--- src/design/hpi_defs.vh ---
// Constants for the host port interface block.
`ifndef HPI_DEFS_VH
`define HPI_DEFS_VH
`define HPI_CTL_BYTE_ORDER    0
`define HPI_CTL_CORE_IRQ      1
`define HPI_CTL_HOST_IRQ      2
`define HPI_CTL_WIDTH         3
`define HPI_CTL_RESET         3'h0
`define HPI_ADDR_W            16
`define HPI_DATA_W            16
`define HPI_BYTE_W            8
`define HPI_ACCESS_DATA_AUTO  2'h1
`define HPI_ACCESS_ADDR       2'h2
`define HPI_ACCESS_CTL        2'h0
`define HPI_ACCESS_DATA       2'h3
`endif

--- src/design/hpi_port.v ---
// Host port interface: host access to on-chip RAM through the DMA bus.
// Summary of operation
// - Slave only; host reaches whole on-chip RAM, never external memory.
// - On contention for one location the host wins; core waits one port cycle.
// - All host accesses are synchronised to the core clock, which must run.
// - Byte mode moves each word as two bytes, byte-half select marks which.
// - Byte mode uses address, data, control registers; core sees control only.
// - Sequential transfers auto-increment the address; random access also works.
// - Byte mode passes interrupts host to core and core to host.
// - Host transfers continue while the core is halted by emulation stop.
// - Wide mode bit set: host uses 16-bit address and data pins.
// - Wide mode frees the eight byte-wide data pins for general I/O.
// - Wide mode port stalls the host by holding ready low.
// - Wide mode every host read or write starts a DMA access.
// - Wide mode DMA address comes from address pins; no auto-increment.
// - Wide write address latched at access end, rising edge of strobe XNOR; read address at access start.
// - Wide mode has only the data read/write access type.
// - Wide mode host cannot reach control register; no polling, no extended bit.
// - Wide mode has no data prefetch.
// - Wide mode passes no interrupts either way.
// - In idle levels one and two, clocks run only for each access.
`timescale 1ns/1ps
`include "hpi_defs.vh"
module hpi_port #(
    parameter AW = `HPI_ADDR_W,
    parameter DW = `HPI_DATA_W,
    parameter BW = `HPI_BYTE_W
) (
    // Clock and reset.
    input  wire          clk_in,
    input  wire          resetn_in,
    // Mode and core side.
    input  wire          wide_nonmux_mode_bit_in,
    input  wire          idle_level_one_in,
    input  wire          idle_level_two_in,
    input  wire          emu_stop_in,
    input  wire          core_irq_host_in,
    input  wire          core_irq_ack_in,
    output reg           host_irq_core_out,
    output reg           access_clk_en_out,
    // Host control pins.
    input  wire          host_chip_select_n_in,
    input  wire          host_data_strobe_one_n_in,
    input  wire          host_data_strobe_two_n_in,
    input  wire          host_read_write_in,
    input  wire          byte_half_select_in,
    input  wire [1:0]    access_type_select_in,
    output reg           host_ready_output_out,
    output reg           host_int_n_out,
    // Byte-wide data bus.
    input  wire [BW-1:0] host_data_bus_in,
    output reg  [BW-1:0] host_data_bus_out,
    output reg           host_data_bus_oe_out,
    // General I/O use of the byte bus in wide mode.
    input  wire [BW-1:0] gpio_out_value_in,
    input  wire [BW-1:0] gpio_dir_in,
    output reg  [BW-1:0] gpio_in_value_out,
    // Wide host address and data buses.
    input  wire [AW-1:0] host_address_bus_in,
    input  wire [DW-1:0] wide_data_in,
    output reg  [DW-1:0] wide_data_out,
    output reg           wide_data_oe_out,
    // Internal DMA bus.
    output reg           dma_req_out,
    output reg           dma_write_out,
    output reg  [AW-1:0] dma_addr_out,
    output reg  [DW-1:0] dma_wdata_out,
    input  wire          dma_ack_in,
    input  wire [DW-1:0] dma_rdata_in,
    // Core access hold-off on contention.
    input  wire          core_req_in,
    input  wire [AW-1:0] core_addr_in,
    output reg           core_hold_out
);
    localparam ST_IDLE = 3'b001;
    localparam ST_DMA  = 3'b010;
    localparam ST_DONE = 3'b100;

    reg  [2:0]    state_reg;
    reg           strobe_d_reg;
    reg  [AW-1:0] host_address_register_reg;
    reg  [DW-1:0] host_data_register_reg;
    reg  [`HPI_CTL_WIDTH-1:0] host_control_register_reg;
    reg  [BW-1:0] low_byte_reg;
    reg           pend_write_reg;
    reg           auto_inc_reg;

    // Internal strobe is low while an access is active.
    wire strobe_n = ~(host_data_strobe_one_n_in ^ host_data_strobe_two_n_in);
    wire active   = ~host_chip_select_n_in & ~strobe_n;
    wire start    = active & ~strobe_d_reg;
    wire ending   = ~active & strobe_d_reg;
    wire wide     = wide_nonmux_mode_bit_in;
    wire data_acc = wide | access_type_select_in[0];
    wire lo_first = host_control_register_reg[`HPI_CTL_BYTE_ORDER];
    wire second   = byte_half_select_in;
    reg  [BW-1:0] byte_rd;

    // Byte-mode read data: the byte that the current half selects.
    always @* begin
        if (second ^ lo_first) begin
            byte_rd = host_data_register_reg[BW-1:0];
        end else begin
            byte_rd = host_data_register_reg[DW-1:BW];
        end
    end

    always @(posedge clk_in) begin
        if (!resetn_in) begin
            strobe_d_reg <= 1'b0;
        end else begin
            strobe_d_reg <= active;
        end
    end

    always @(posedge clk_in) begin
        if (!resetn_in) begin
            host_int_n_out <= 1'b1;
        end else begin
            host_int_n_out <= ~(host_control_register_reg[`HPI_CTL_HOST_IRQ] & ~wide);
        end
    end

    always @(posedge clk_in) begin
        if (!resetn_in) begin
            host_irq_core_out <= 1'b0;
        end else begin
            host_irq_core_out <= host_control_register_reg[`HPI_CTL_CORE_IRQ] & ~wide;
        end
    end

    // Byte bus as general I/O in wide mode.
    always @(posedge clk_in) begin
        if (!resetn_in) begin
            gpio_in_value_out <= {BW{1'b0}};
        end else begin
            gpio_in_value_out <= wide ? host_data_bus_in : {BW{1'b0}};
        end
    end

    always @(posedge clk_in) begin
        if (!resetn_in) begin
            host_data_bus_oe_out <= 1'b0;
        end else begin
            host_data_bus_oe_out <= wide ? |gpio_dir_in :
                                    (active & host_read_write_in);
        end
    end

    always @(posedge clk_in) begin
        if (!resetn_in) begin
            host_data_bus_out <= {BW{1'b0}};
        end else begin
            host_data_bus_out <= wide ? (gpio_out_value_in & gpio_dir_in) : byte_rd;
        end
    end

    always @(posedge clk_in) begin
        if (!resetn_in) begin
            wide_data_oe_out <= 1'b0;
        end else begin
            wide_data_oe_out <= wide & active & host_read_write_in;
        end
    end

    // Host priority: stall a core access to the DMA address for one cycle.
    always @(posedge clk_in) begin
        if (!resetn_in) begin
            core_hold_out <= 1'b0;
        end else begin
            core_hold_out <= core_req_in && dma_req_out && (core_addr_in == dma_addr_out);
        end
    end

    // Clocks run only while an access is in flight in idle.
    always @(posedge clk_in) begin
        if (!resetn_in) begin
            access_clk_en_out <= 1'b0;
        end else begin
            access_clk_en_out <= ~(idle_level_one_in | idle_level_two_in) |
                                 active | (state_reg != ST_IDLE);
        end
    end

    always @(posedge clk_in) begin
        if (!resetn_in) begin
            state_reg                 <= ST_IDLE;
            host_address_register_reg <= {AW{1'b0}};
            host_data_register_reg    <= {DW{1'b0}};
            host_control_register_reg <= `HPI_CTL_RESET;
            low_byte_reg              <= {BW{1'b0}};
            pend_write_reg            <= 1'b0;
            auto_inc_reg              <= 1'b0;
            host_ready_output_out     <= 1'b1;
            wide_data_out             <= {DW{1'b0}};
            dma_req_out               <= 1'b0;
            dma_write_out             <= 1'b0;
            dma_addr_out              <= {AW{1'b0}};
            dma_wdata_out             <= {DW{1'b0}};
        end else begin
            // Core-side control bits; emulation stop has no effect here.
            if (core_irq_host_in && !wide) begin
                host_control_register_reg[`HPI_CTL_HOST_IRQ] <= 1'b1;
            end
            if (core_irq_ack_in && !(start && !wide && !host_read_write_in &&
                access_type_select_in == `HPI_ACCESS_CTL)) begin
                host_control_register_reg[`HPI_CTL_CORE_IRQ] <= 1'b0;
            end
            // Wide mode keeps both interrupt flags clear.
            if (wide)
                host_control_register_reg[`HPI_CTL_HOST_IRQ:`HPI_CTL_CORE_IRQ] <= 2'h0;
            case (state_reg)
                ST_IDLE: begin
                    if (start && wide) begin
                        host_ready_output_out <= 1'b0;
                        if (host_read_write_in) begin
                            dma_req_out   <= 1'b1;
                            dma_write_out <= 1'b0;
                            dma_addr_out  <= host_address_bus_in;
                            state_reg     <= ST_DMA;
                        end
                    end else if (ending && wide && !host_read_write_in) begin
                        // Address and data captured as the strobe rises.
                        // Wide writes go straight to memory with no prefetch.
                        dma_req_out           <= 1'b1;
                        dma_write_out         <= 1'b1;
                        dma_addr_out          <= host_address_bus_in;
                        dma_wdata_out         <= wide_data_in;
                        host_ready_output_out <= 1'b0;
                        state_reg             <= ST_DMA;
                    end else if (start && !wide) begin
                        // Registers answer the host only in byte mode.
                        if (host_read_write_in) begin
                            if (data_acc && (second ^ lo_first)) begin
                                auto_inc_reg <= (access_type_select_in == `HPI_ACCESS_DATA_AUTO);
                            end
                        end else begin
                            case (access_type_select_in)
                                `HPI_ACCESS_CTL:
                                    host_control_register_reg <= {
                                        core_irq_host_in & !wide,
                                        host_data_bus_in[`HPI_CTL_CORE_IRQ] |
                                        host_control_register_reg[`HPI_CTL_CORE_IRQ],
                                        host_data_bus_in[`HPI_CTL_BYTE_ORDER]};
                                `HPI_ACCESS_ADDR:
                                    if (second ^ lo_first)
                                        host_address_register_reg[BW-1:0] <= host_data_bus_in;
                                    else
                                        host_address_register_reg[AW-1:BW] <= host_data_bus_in;
                                default:
                                    if (!(second ^ lo_first)) begin
                                        low_byte_reg <= host_data_bus_in;
                                    end else begin
                                        pend_write_reg <= 1'b1;
                                        auto_inc_reg   <= (access_type_select_in ==
                                                           `HPI_ACCESS_DATA_AUTO);
                                        host_data_register_reg <= {low_byte_reg,
                                                                   host_data_bus_in};
                                    end
                            endcase
                        end
                    end else if (ending && !wide && (pend_write_reg || auto_inc_reg ||
                                 (data_acc && host_read_write_in && (second ^ lo_first)))) begin
                        // Second byte done: write, or fetch the next word.
                        dma_req_out    <= 1'b1;
                        dma_write_out  <= pend_write_reg;
                        dma_wdata_out  <= host_data_register_reg;
                        if (auto_inc_reg && !pend_write_reg)
                            host_address_register_reg <= host_address_register_reg +
                                                         {{(AW-1){1'b0}}, 1'b1};
                        dma_addr_out   <= (auto_inc_reg && !pend_write_reg) ?
                                          host_address_register_reg + {{(AW-1){1'b0}}, 1'b1} :
                                          host_address_register_reg;
                        host_ready_output_out <= 1'b0;
                        state_reg      <= ST_DMA;
                    end
                end
                ST_DMA: begin
                    if (dma_ack_in) begin
                        dma_req_out <= 1'b0;
                        if (!dma_write_out) begin
                            host_data_register_reg <= dma_rdata_in;
                            wide_data_out          <= dma_rdata_in;
                        end else if (!wide && auto_inc_reg) begin
                            host_address_register_reg <= host_address_register_reg +
                                                         {{(AW-1){1'b0}}, 1'b1};
                        end
                        pend_write_reg <= 1'b0;
                        auto_inc_reg   <= 1'b0;
                        state_reg      <= ST_DONE;
                    end
                end
                ST_DONE: begin
                    host_ready_output_out <= 1'b1;
                    state_reg             <= ST_IDLE;
                end
                default: state_reg <= ST_IDLE;
            endcase
        end
    end
endmodule

--- config.mk ---
export PLATFORM = sky130hd
export DESIGN_NAME = hpi_port
export DESIGN_NICKNAME = d
export VERILOG_FILES = /design/src/design/hpi_port.v
export VERILOG_INCLUDE_DIRS = /design/src /design/src/design
export SDC_FILE = /design/constraint.sdc
export NUM_CORES = 1
export LEC_CHECK = 0
export ABC_AREA = 0
export BUFFER_PORTS_ARGS = -buffer_cell sky130_fd_sc_hd__buf_4
export CAP_MARGIN = 25
export CORE_MARGIN = 2
export CORE_UTILIZATION = 47
export DETAILED_ROUTE_END_ITERATION = 12
export HOLD_SLACK_MARGIN = 0.15
export PLACE_DENSITY = 0.85
export SYNTH_ARGS = -nofsm -noshare
export SYNTH_HDL_FRONTEND = slang
export SYNTH_SLANG_ARGS = --single-unit
--- constraint.sdc ---
create_clock -name clk_in -period 3.2 [get_ports clk_in]
set_input_delay 0.64 -clock clk_in [delete_from_list [all_inputs] [get_ports clk_in]]
set_output_delay 0.64 -clock clk_in [all_outputs]
set_load 0.02 [all_outputs]
==> results.json, run 1 <==
{
  "status": "finished clean",
  "grt_start_max_net_pins": 34,
  "finalSetupViolations": 0,
  "ir_worst_vdd_mv": 0.312,
  "grt_pass1_wl_um": 29300,
  "ant_nets": 0,
  "path_depth": 8,
  "fp.dieH_um": 116,
  "crit_top_cell": "buf_4",
  "fin_area_um2": 7980,
  "htreeDepth": 4,
  "yosys.area.top_type_share_pct": 41.5,
  "gp_congestion": 0.912,
  "wl_um": 18700,
  "synthesis.nets": 833,
  "post-cts-setup-buffer-count": 0,
  "seq_area_frac_synth_pct": 41.5,
  "yosys_most_used_dff": "dfxtp_1",
  "crit_chain": "buf_4 -> or4b_2 -> nand3_1 -> a32oi_1 -> a311o_1 -> buf_4 -> a211oi_1 -> nor3_1",
  "crit_slowest_cell": "or4b_2",
  "dr.pass1.iters": 8,
  "layout_min_cycle_time_ps": 2500,
  "drc_errors": 0,
  "synth_edf_count": 0,
  "cts_root_buffer": "clkbuf_16",
  "syn_inst": 727,
  "crit_fanout": 19,
  "arrival_ps": 2770,
  "dpl.cell_count": 1037,
  "start_util_pct": 48.6,
  "vias": 6255,
  "leakage_nw": 3.29,
  "fmaxAchievable_mhz": 400,
  "numClockSinks": 122,
  "maxCapViolations": 0,
  "grt-ovfl-total": 0,
  "wl_per_cell_um": 17.6,
  "area_growth_pct": 35.5,
  "final.setup.tns_ps": 0,
  "yosys.cell_types.count": 58,
  "viasPerCell": 5.86,
  "fp.dieW_um": 116,
  "cp_slowest_stage_delay_ps": 640,
  "async_flop_share_pct": 0,
  "fin_cells": 1067,
  "ctsHoldBuffers": 0,
  "cts_tree": "done",
  "drive_above_1_share_pct": 26.9,
  "gr-usage-all-layers_pct": 28.0,
  "insertion_delay_ps": 420,
  "syn_avg_cell_area_um2": 8.10,
  "yosys.area.top_type": "dfxtp_1",
  "rsz0062_at_grt": "no",
  "hold_viol": 0,
  "period_share_pct": 78.2,
  "fin_nets": 994,
  "critPathRequiredTime_ps": 3470,
  "hold_path.class": "flop to flop",
  "path_class": "input port to flop",
  "synth_area_leaders": "dfxtp_1 (41%), nand2_1 (7.9%), mux2i_1 (5.3%)",
  "r2r_slack_ps": 740,
  "ys_ff_latch": 122,
  "max_slew.worst_pin.slew_ps": 841,
  "grt_pass1_vias": 6011,
  "cts_buffers": 17,
  "row_count": 40,
  "io_pins": 178,
  "r2r-start": "host_control_register_reg[0]",
  "drt_iter0_markers": 775,
  "synth_area_um2": 5890,
  "cts.clk_slew.worst_paths_ps": 50,
  "powerDensity_nw_per_um2": 563,
  "die_area_um2": 13400,
  "hold_end": "host_int_n_out",
  "ctsResizeCount": 0,
  "antenna_found_initial": 0,
  "skew_ps": 7.52,
  "diodes": 0,
  "crit_family": "compound AO/OA/AOI/OAI gates",
  "max_slew_margin_pct": 43.5,
  "cp-start-kind": "input port",
  "min_path_cells": 1,
  "clock_path_buffers": 2,
  "nFillCells": 1002,
  "dp_hpwl_um": 13200,
  "coreArea_um2": 12100,
  "cp-end-kind": "flop",
  "yosys_warnings": 0,
  "drv_slew": 0,
  "hold_start": "host_control_register_reg[2]",
  "reg2reg_to": "host_address_register_reg[1]",
  "reg2reg_depth": 7,
  "portBuffers": 176,
  "place_area_um2": 7400,
  "final_util_pct": 65.9,
  "crit_buf_inv": 2
}
-- worst max path at each step --
| stage | from | slack, ps | end |
|---|---|---|---|
| final | wide_nonmux_mode_bit_in | 700 | host_address_register_reg[1] |
| after global routing | host_control_register_reg[0] | 640 | host_address_register_reg[1] |
| after CTS | wide_nonmux_mode_bit_in | 740 | host_address_register_reg[1] |
| after detailed placement | wide_nonmux_mode_bit_in | 390 | host_address_register_reg[1] |
| after global placement | host_data_strobe_two_n_in | 400 | host_address_register_reg[1] |
| after floorplan | host_data_strobe_two_n_in | 550 | host_address_register_reg[3] |
-- layout make-up --
class / instances / area, um2 / share of cell area (%)
Clock buffer: 21 / 460 / 5.77
Clock inverter: 9 / 123 / 1.54
Inverter: 7 / 26.3 / 0.329
Multi-Input combinational cell: 543 / 3230 / 40.4
Sequential cell: 122 / 2440 / 30.6
Tap cell: 168 / 210 / 2.63
Timing Repair Buffer: 197 / 1490 / 18.7
-- logic make-up (layout without fill, tap and decap cells) --
kind of cell,count (synthesis),in the layout,synth area share (%)
compound gates,182,182,21.0
xor+xnor,34,34,5.18
fa+ha+maj,1,1,0.212
buf+inv,62,234,4.16
flops,122,122,41.5
mux,31,31,5.27
simple gates,295,295,22.7
-- layer usage --
layer  routed length (um)  global-route usage, %
met4                  540                   12.8
met3                 1710                   6.59
met2                 8980                   45.7
met1                 7500                   35.2
met5                    0                      0
-- synthesized netlist by cell type (all sizes together) (2+ instances only) --
master	count
a31oi	6
o21ai	21
a22o	2
buf	7
a22oi	2
nor3b	4
nand3	26
nor2b	3
nand4	11
nor2	69
or4b	2
xnor2	25
a21oi	59
o31ai	2
a221o	2
o221a	3
a311oi	27
and2	2
or2	2
mux2i	31
o211ai	9
a211oi	23
o22ai	11
inv	7
nand2	124
a311o	2
nor4	7
nor3	18
a211o	3
or3	5
xor2	9
dfxtp	122
a41oi	2
or4	3
and3	13
clkbuf	48
a32oi	3
-- power breakdown --
group          internal (mW)  switching (mW)  total, mW
Combinational          0.382           0.462      0.844
Clock                   1.25           0.667       1.91
Sequential              1.62           0.121       1.74
Total                   3.25            1.25       4.50
-- cell usage in the layout, fill, tap and decap left out, types with 3 or more instances in the layout --
master / Yosys / final
buf_4: 0 / 196
nand2_1: 124 / 124
dfxtp_1: 122 / 122
nor2_1: 69 / 69
a21oi_1: 59 / 59
mux2i_1: 31 / 31
nand3_1: 26 / 26
a311oi_1: 26 / 26
xnor2_1: 25 / 25
a211oi_1: 22 / 22
o21ai_0: 19 / 19
nor3_1: 18 / 18
clkbuf_16: 0 / 17
and3_1: 13 / 13
o22ai_1: 11 / 11
nand4_1: 11 / 11
o211ai_1: 9 / 9
xor2_1: 8 / 8
nor4_1: 7 / 7
inv_1: 7 / 6
or3_1: 5 / 5
a31oi_1: 5 / 5
clkinv_2: 0 / 5
a32oi_1: 3 / 3
o221a_2: 3 / 3
or4_1: 3 / 3
a211o_1: 3 / 3
nor2b_1: 3 / 3
bufinv_16: 0 / 3
-- per-stage QoR --
stage	total power, mW	hold WS, ps	setup WS, ps
finish	4.50	418	698
global route	4.65	432	636
CTS	4.48	415	741
detailed placement	2.58	407	391
global placement	2.57	406	402
floorplan	2.26	384	545
(Power assumes the default switching activity.)
==> run 2: changes to the inputs <==
--- a/config.mk
+++ b/config.mk
@@ -6,14 +6,14 @@
 export SDC_FILE = /design/constraint.sdc
 export NUM_CORES = 1
 export LEC_CHECK = 0
-export ABC_AREA = 0
+export ABC_AREA = 1
 export BUFFER_PORTS_ARGS = -buffer_cell sky130_fd_sc_hd__buf_4
 export CAP_MARGIN = 25
 export CORE_MARGIN = 2
 export CORE_UTILIZATION = 47
 export DETAILED_ROUTE_END_ITERATION = 12
 export HOLD_SLACK_MARGIN = 0.15
-export PLACE_DENSITY = 0.85
+export PLACE_DENSITY = 0.87
 export SYNTH_ARGS = -nofsm -noshare
 export SYNTH_HDL_FRONTEND = slang
 export SYNTH_SLANG_ARGS = --single-unit
==> constraint.sdc (replaced) <==
create_clock -name clk_in -period 2.27 [get_ports clk_in]
set_input_delay 0.454 -clock clk_in [delete_from_list [all_inputs] [get_ports clk_in]]
set_output_delay 0.454 -clock clk_in [all_outputs]
set_load 0.02 [all_outputs]
==> run 2 against run 1 <==
Cell count is 27% higher. Clock power is 27% higher. Total power is 41% higher. Non-clock buffer count is 5 higher. Cell area is 6.6% higher. First-iteration DRC count is 1.8% lower. Critical path depth is 1 higher. Die area is 8.9% higher. Critical path type is now flop to flop. Largest cell class unchanged. Largest power group is now registers.
==> results.json, run 2 <==
{
  "ctsResizeCount": 0,
  "hold_path.class": "input port to flop",
  "drv_slew": 0,
  "grt_pass1_wl_um": 33300,
  "vias": 7458,
  "drive_above_1_share_pct": 22.6,
  "synth_edf_count": 0,
  "cp-start-kind": "flop",
  "syn_inst": 991,
  "regArea_um2": 2440,
  "fin_area_um2": 8510,
  "synth_area_um2": 6440,
  "layout_common_cells": "nand2_1 (224), buf_4 (200), nor2_1 (162), dfxtp_1 (122), o21ai_0 (107)",
  "yosys.cell_types.count": 41,
  "post-cts-setup-buffer-count": 0,
  "synthesis.nets": 1097,
  "viasPerCell": 5.50,
  "maxCapViolations": 0,
  "period_share_pct": 85.0,
  "gp_congestion": 0.939,
  "async_flop_share_pct": 0,
  "fmaxAchievable_mhz": 518,
  "antenna_found_initial": 0,
  "status": "finished clean",
  "final.setup.tns_ps": 0,
  "start_util_pct": 48.4,
  "portBuffers": 176,
  "drc_errors": 0,
  "r2r_slack_ps": 340,
  "row_count": 42,
  "multi_input_area_um2": 3440,
  "layout_min_cycle_time_ps": 1930,
  "place_area_um2": 7990,
  "cts.clk_slew.worst_paths_ps": 60,
  "max_slew_margin_pct": 56.0,
  "finalSetupViolations": 0,
  "critPathRequiredTime_ps": 2560,
  "max_slew.worst_pin.slew_ps": 658,
  "insertion_delay_ps": 420,
  "area_growth_pct": 32.2,
  "ir_worst_vdd_mv": 0.582,
  "powerDensity_nw_per_um2": 743,
  "numClockSinks": 122,
  "crit_fanout": 5,
  "clock_path_buffers": 2,
  "fp.dieH_um": 121,
  "final_util_pct": 64.0,
  "diodes": 0,
  "cts_tree": "done",
  "synthTopCellsByCount": "nand2_1 (224), nor2_1 (162), dfxtp_1 (122)",
  "rsz0062_at_grt": "no",
  "yosys.area.top_type": "dfxtp_1",
  "dr.pass1.iters": 6,
  "io_pins": 178,
  "yosysMostFrequentCell": "nand2_1",
  "r2r-start": "host_address_register_reg[0]",
  "drt_iter0_markers": 761,
  "holdWs_ps": 249,
  "seq_area_frac_synth_pct": 37.9,
  "synth_area_leaders": "dfxtp_1 (38%), nand2_1 (13%), nor2_1 (9.4%)",
  "leakage_nw": 4.11,
  "hold_start": "core_irq_host_in",
  "htreeDepth": 4,
  "path_class": "flop to flop",
  "ant_nets": 0,
  "nFillCells": 1145,
  "cp-end-kind": "flop",
  "yosys.area.top_type_share_pct": 37.9,
  "die_area_um2": 14600,
  "grt_start_max_net_pins": 70,
  "wl_um": 21100,
  "cts_root_buffer": "clkbuf_16",
  "ctsHoldBuffers": 0,
  "arrival_ps": 2220,
  "ys_ff_latch": 122,
  "syn_avg_cell_area_um2": 6.50,
  "hold_viol": 0,
  "gr-usage-all-layers_pct": 28.8,
  "coreArea_um2": 13300,
  "power_mw": 6.32,
  "final_common_cell": "nand2_1",
  "yosys_most_used_dff": "dfxtp_1",
  "grt-ovfl-total": 0,
  "skew_ps": 5.65,
  "yosys_warnings": 0,
  "cts_buffers": 17,
  "fp.dieW_um": 121,
  "wl_per_cell_um": 15.6,
  "dp_hpwl_um": 15400,
  "cp-startpoint": "host_address_register_reg[0]",
  "grt_pass1_vias": 6936,
  "fin_nets": 1273
}
## run 2: changes by cell type in the layout (fill, tap and decap cells not counted), moves of 31 or more
| cell | delta |
|---|---|
| nand2_1 | +100 |
| nand3_1 | +57 |
| o21ai_0 | +88 |
| mux2i_1 | -31 |
| inv_1 | +75 |
| nor2_1 | +93 |
## run 2: cells by family after synthesis
logic type               count (synthesis)  synth area share, %
AND/OR/NAND/NOR                        511                 34.4
AO/OA/AOI/OAI                          211                 17.3
buffers and inverters                  135                 8.61
flip-flops                             122                 37.9
XOR/XNOR                                11                 1.50
adder cells (fa/ha/maj)                  1                0.194
## run 2: per-stage QoR
| stage | std cells | setup slack [ps] |
|---|---|---|
| finish | 1355 | 341 |
| detailed placement | 1324 | 61.3 |
| floorplan | 991 | 445 |
| global route | 1355 | 101 |
| global placement | 1324 | 79.9 |
| CTS | 1355 | 377 |
## run 2: area by class of cell
| class | count | share of cell area, % |
|---|---|---|
| Clock buffer | 17 | 5.00 |
| Sequential cell | 122 | 28.7 |
| Inverter | 90 | 4.00 |
| Multi-Input combinational cell | 734 | 40.4 |
| Tap cell | 176 | 2.59 |
| Timing Repair Buffer | 202 | 18.1 |
| Clock inverter | 14 | 1.18 |
## run 2: final timing paths
check	end	cells after the start
worst max-delay path	dma_addr_out[10]	9
worst min-delay path	host_control_register_reg[2]	3
worst max register to register	dma_addr_out[10]	9
worst min register to register	host_int_n_out	1
## run 2: metal layers
metal	share of wire (%)	vias to the layer above	global-route usage (%)
met2	48	421	48.5
met3	9.6	56	6.44
met4	3.4	0	12.5
met1	39	3393	35.3
met5	0	-	0
li1	-	3588	-
## run 2: power by group
part / leakage [nW] / switching (mW) / internal, mW
Combinational: 2.86 / 0.892 / 0.575
Clock: 0.255 / 1.03 / 1.39
Sequential: 0.993 / 0.141 / 2.29
## run 2: critical path, cell delays in order (launching register included)
cell	delay, ps
dfxtp_1	420
ha_1	220
nand2_1	130
nor2_1	160
nand2_1	130
o21ai_0	240
nand3_1	140
a21o_1	180
a21oi_1	130
nor2_1	50
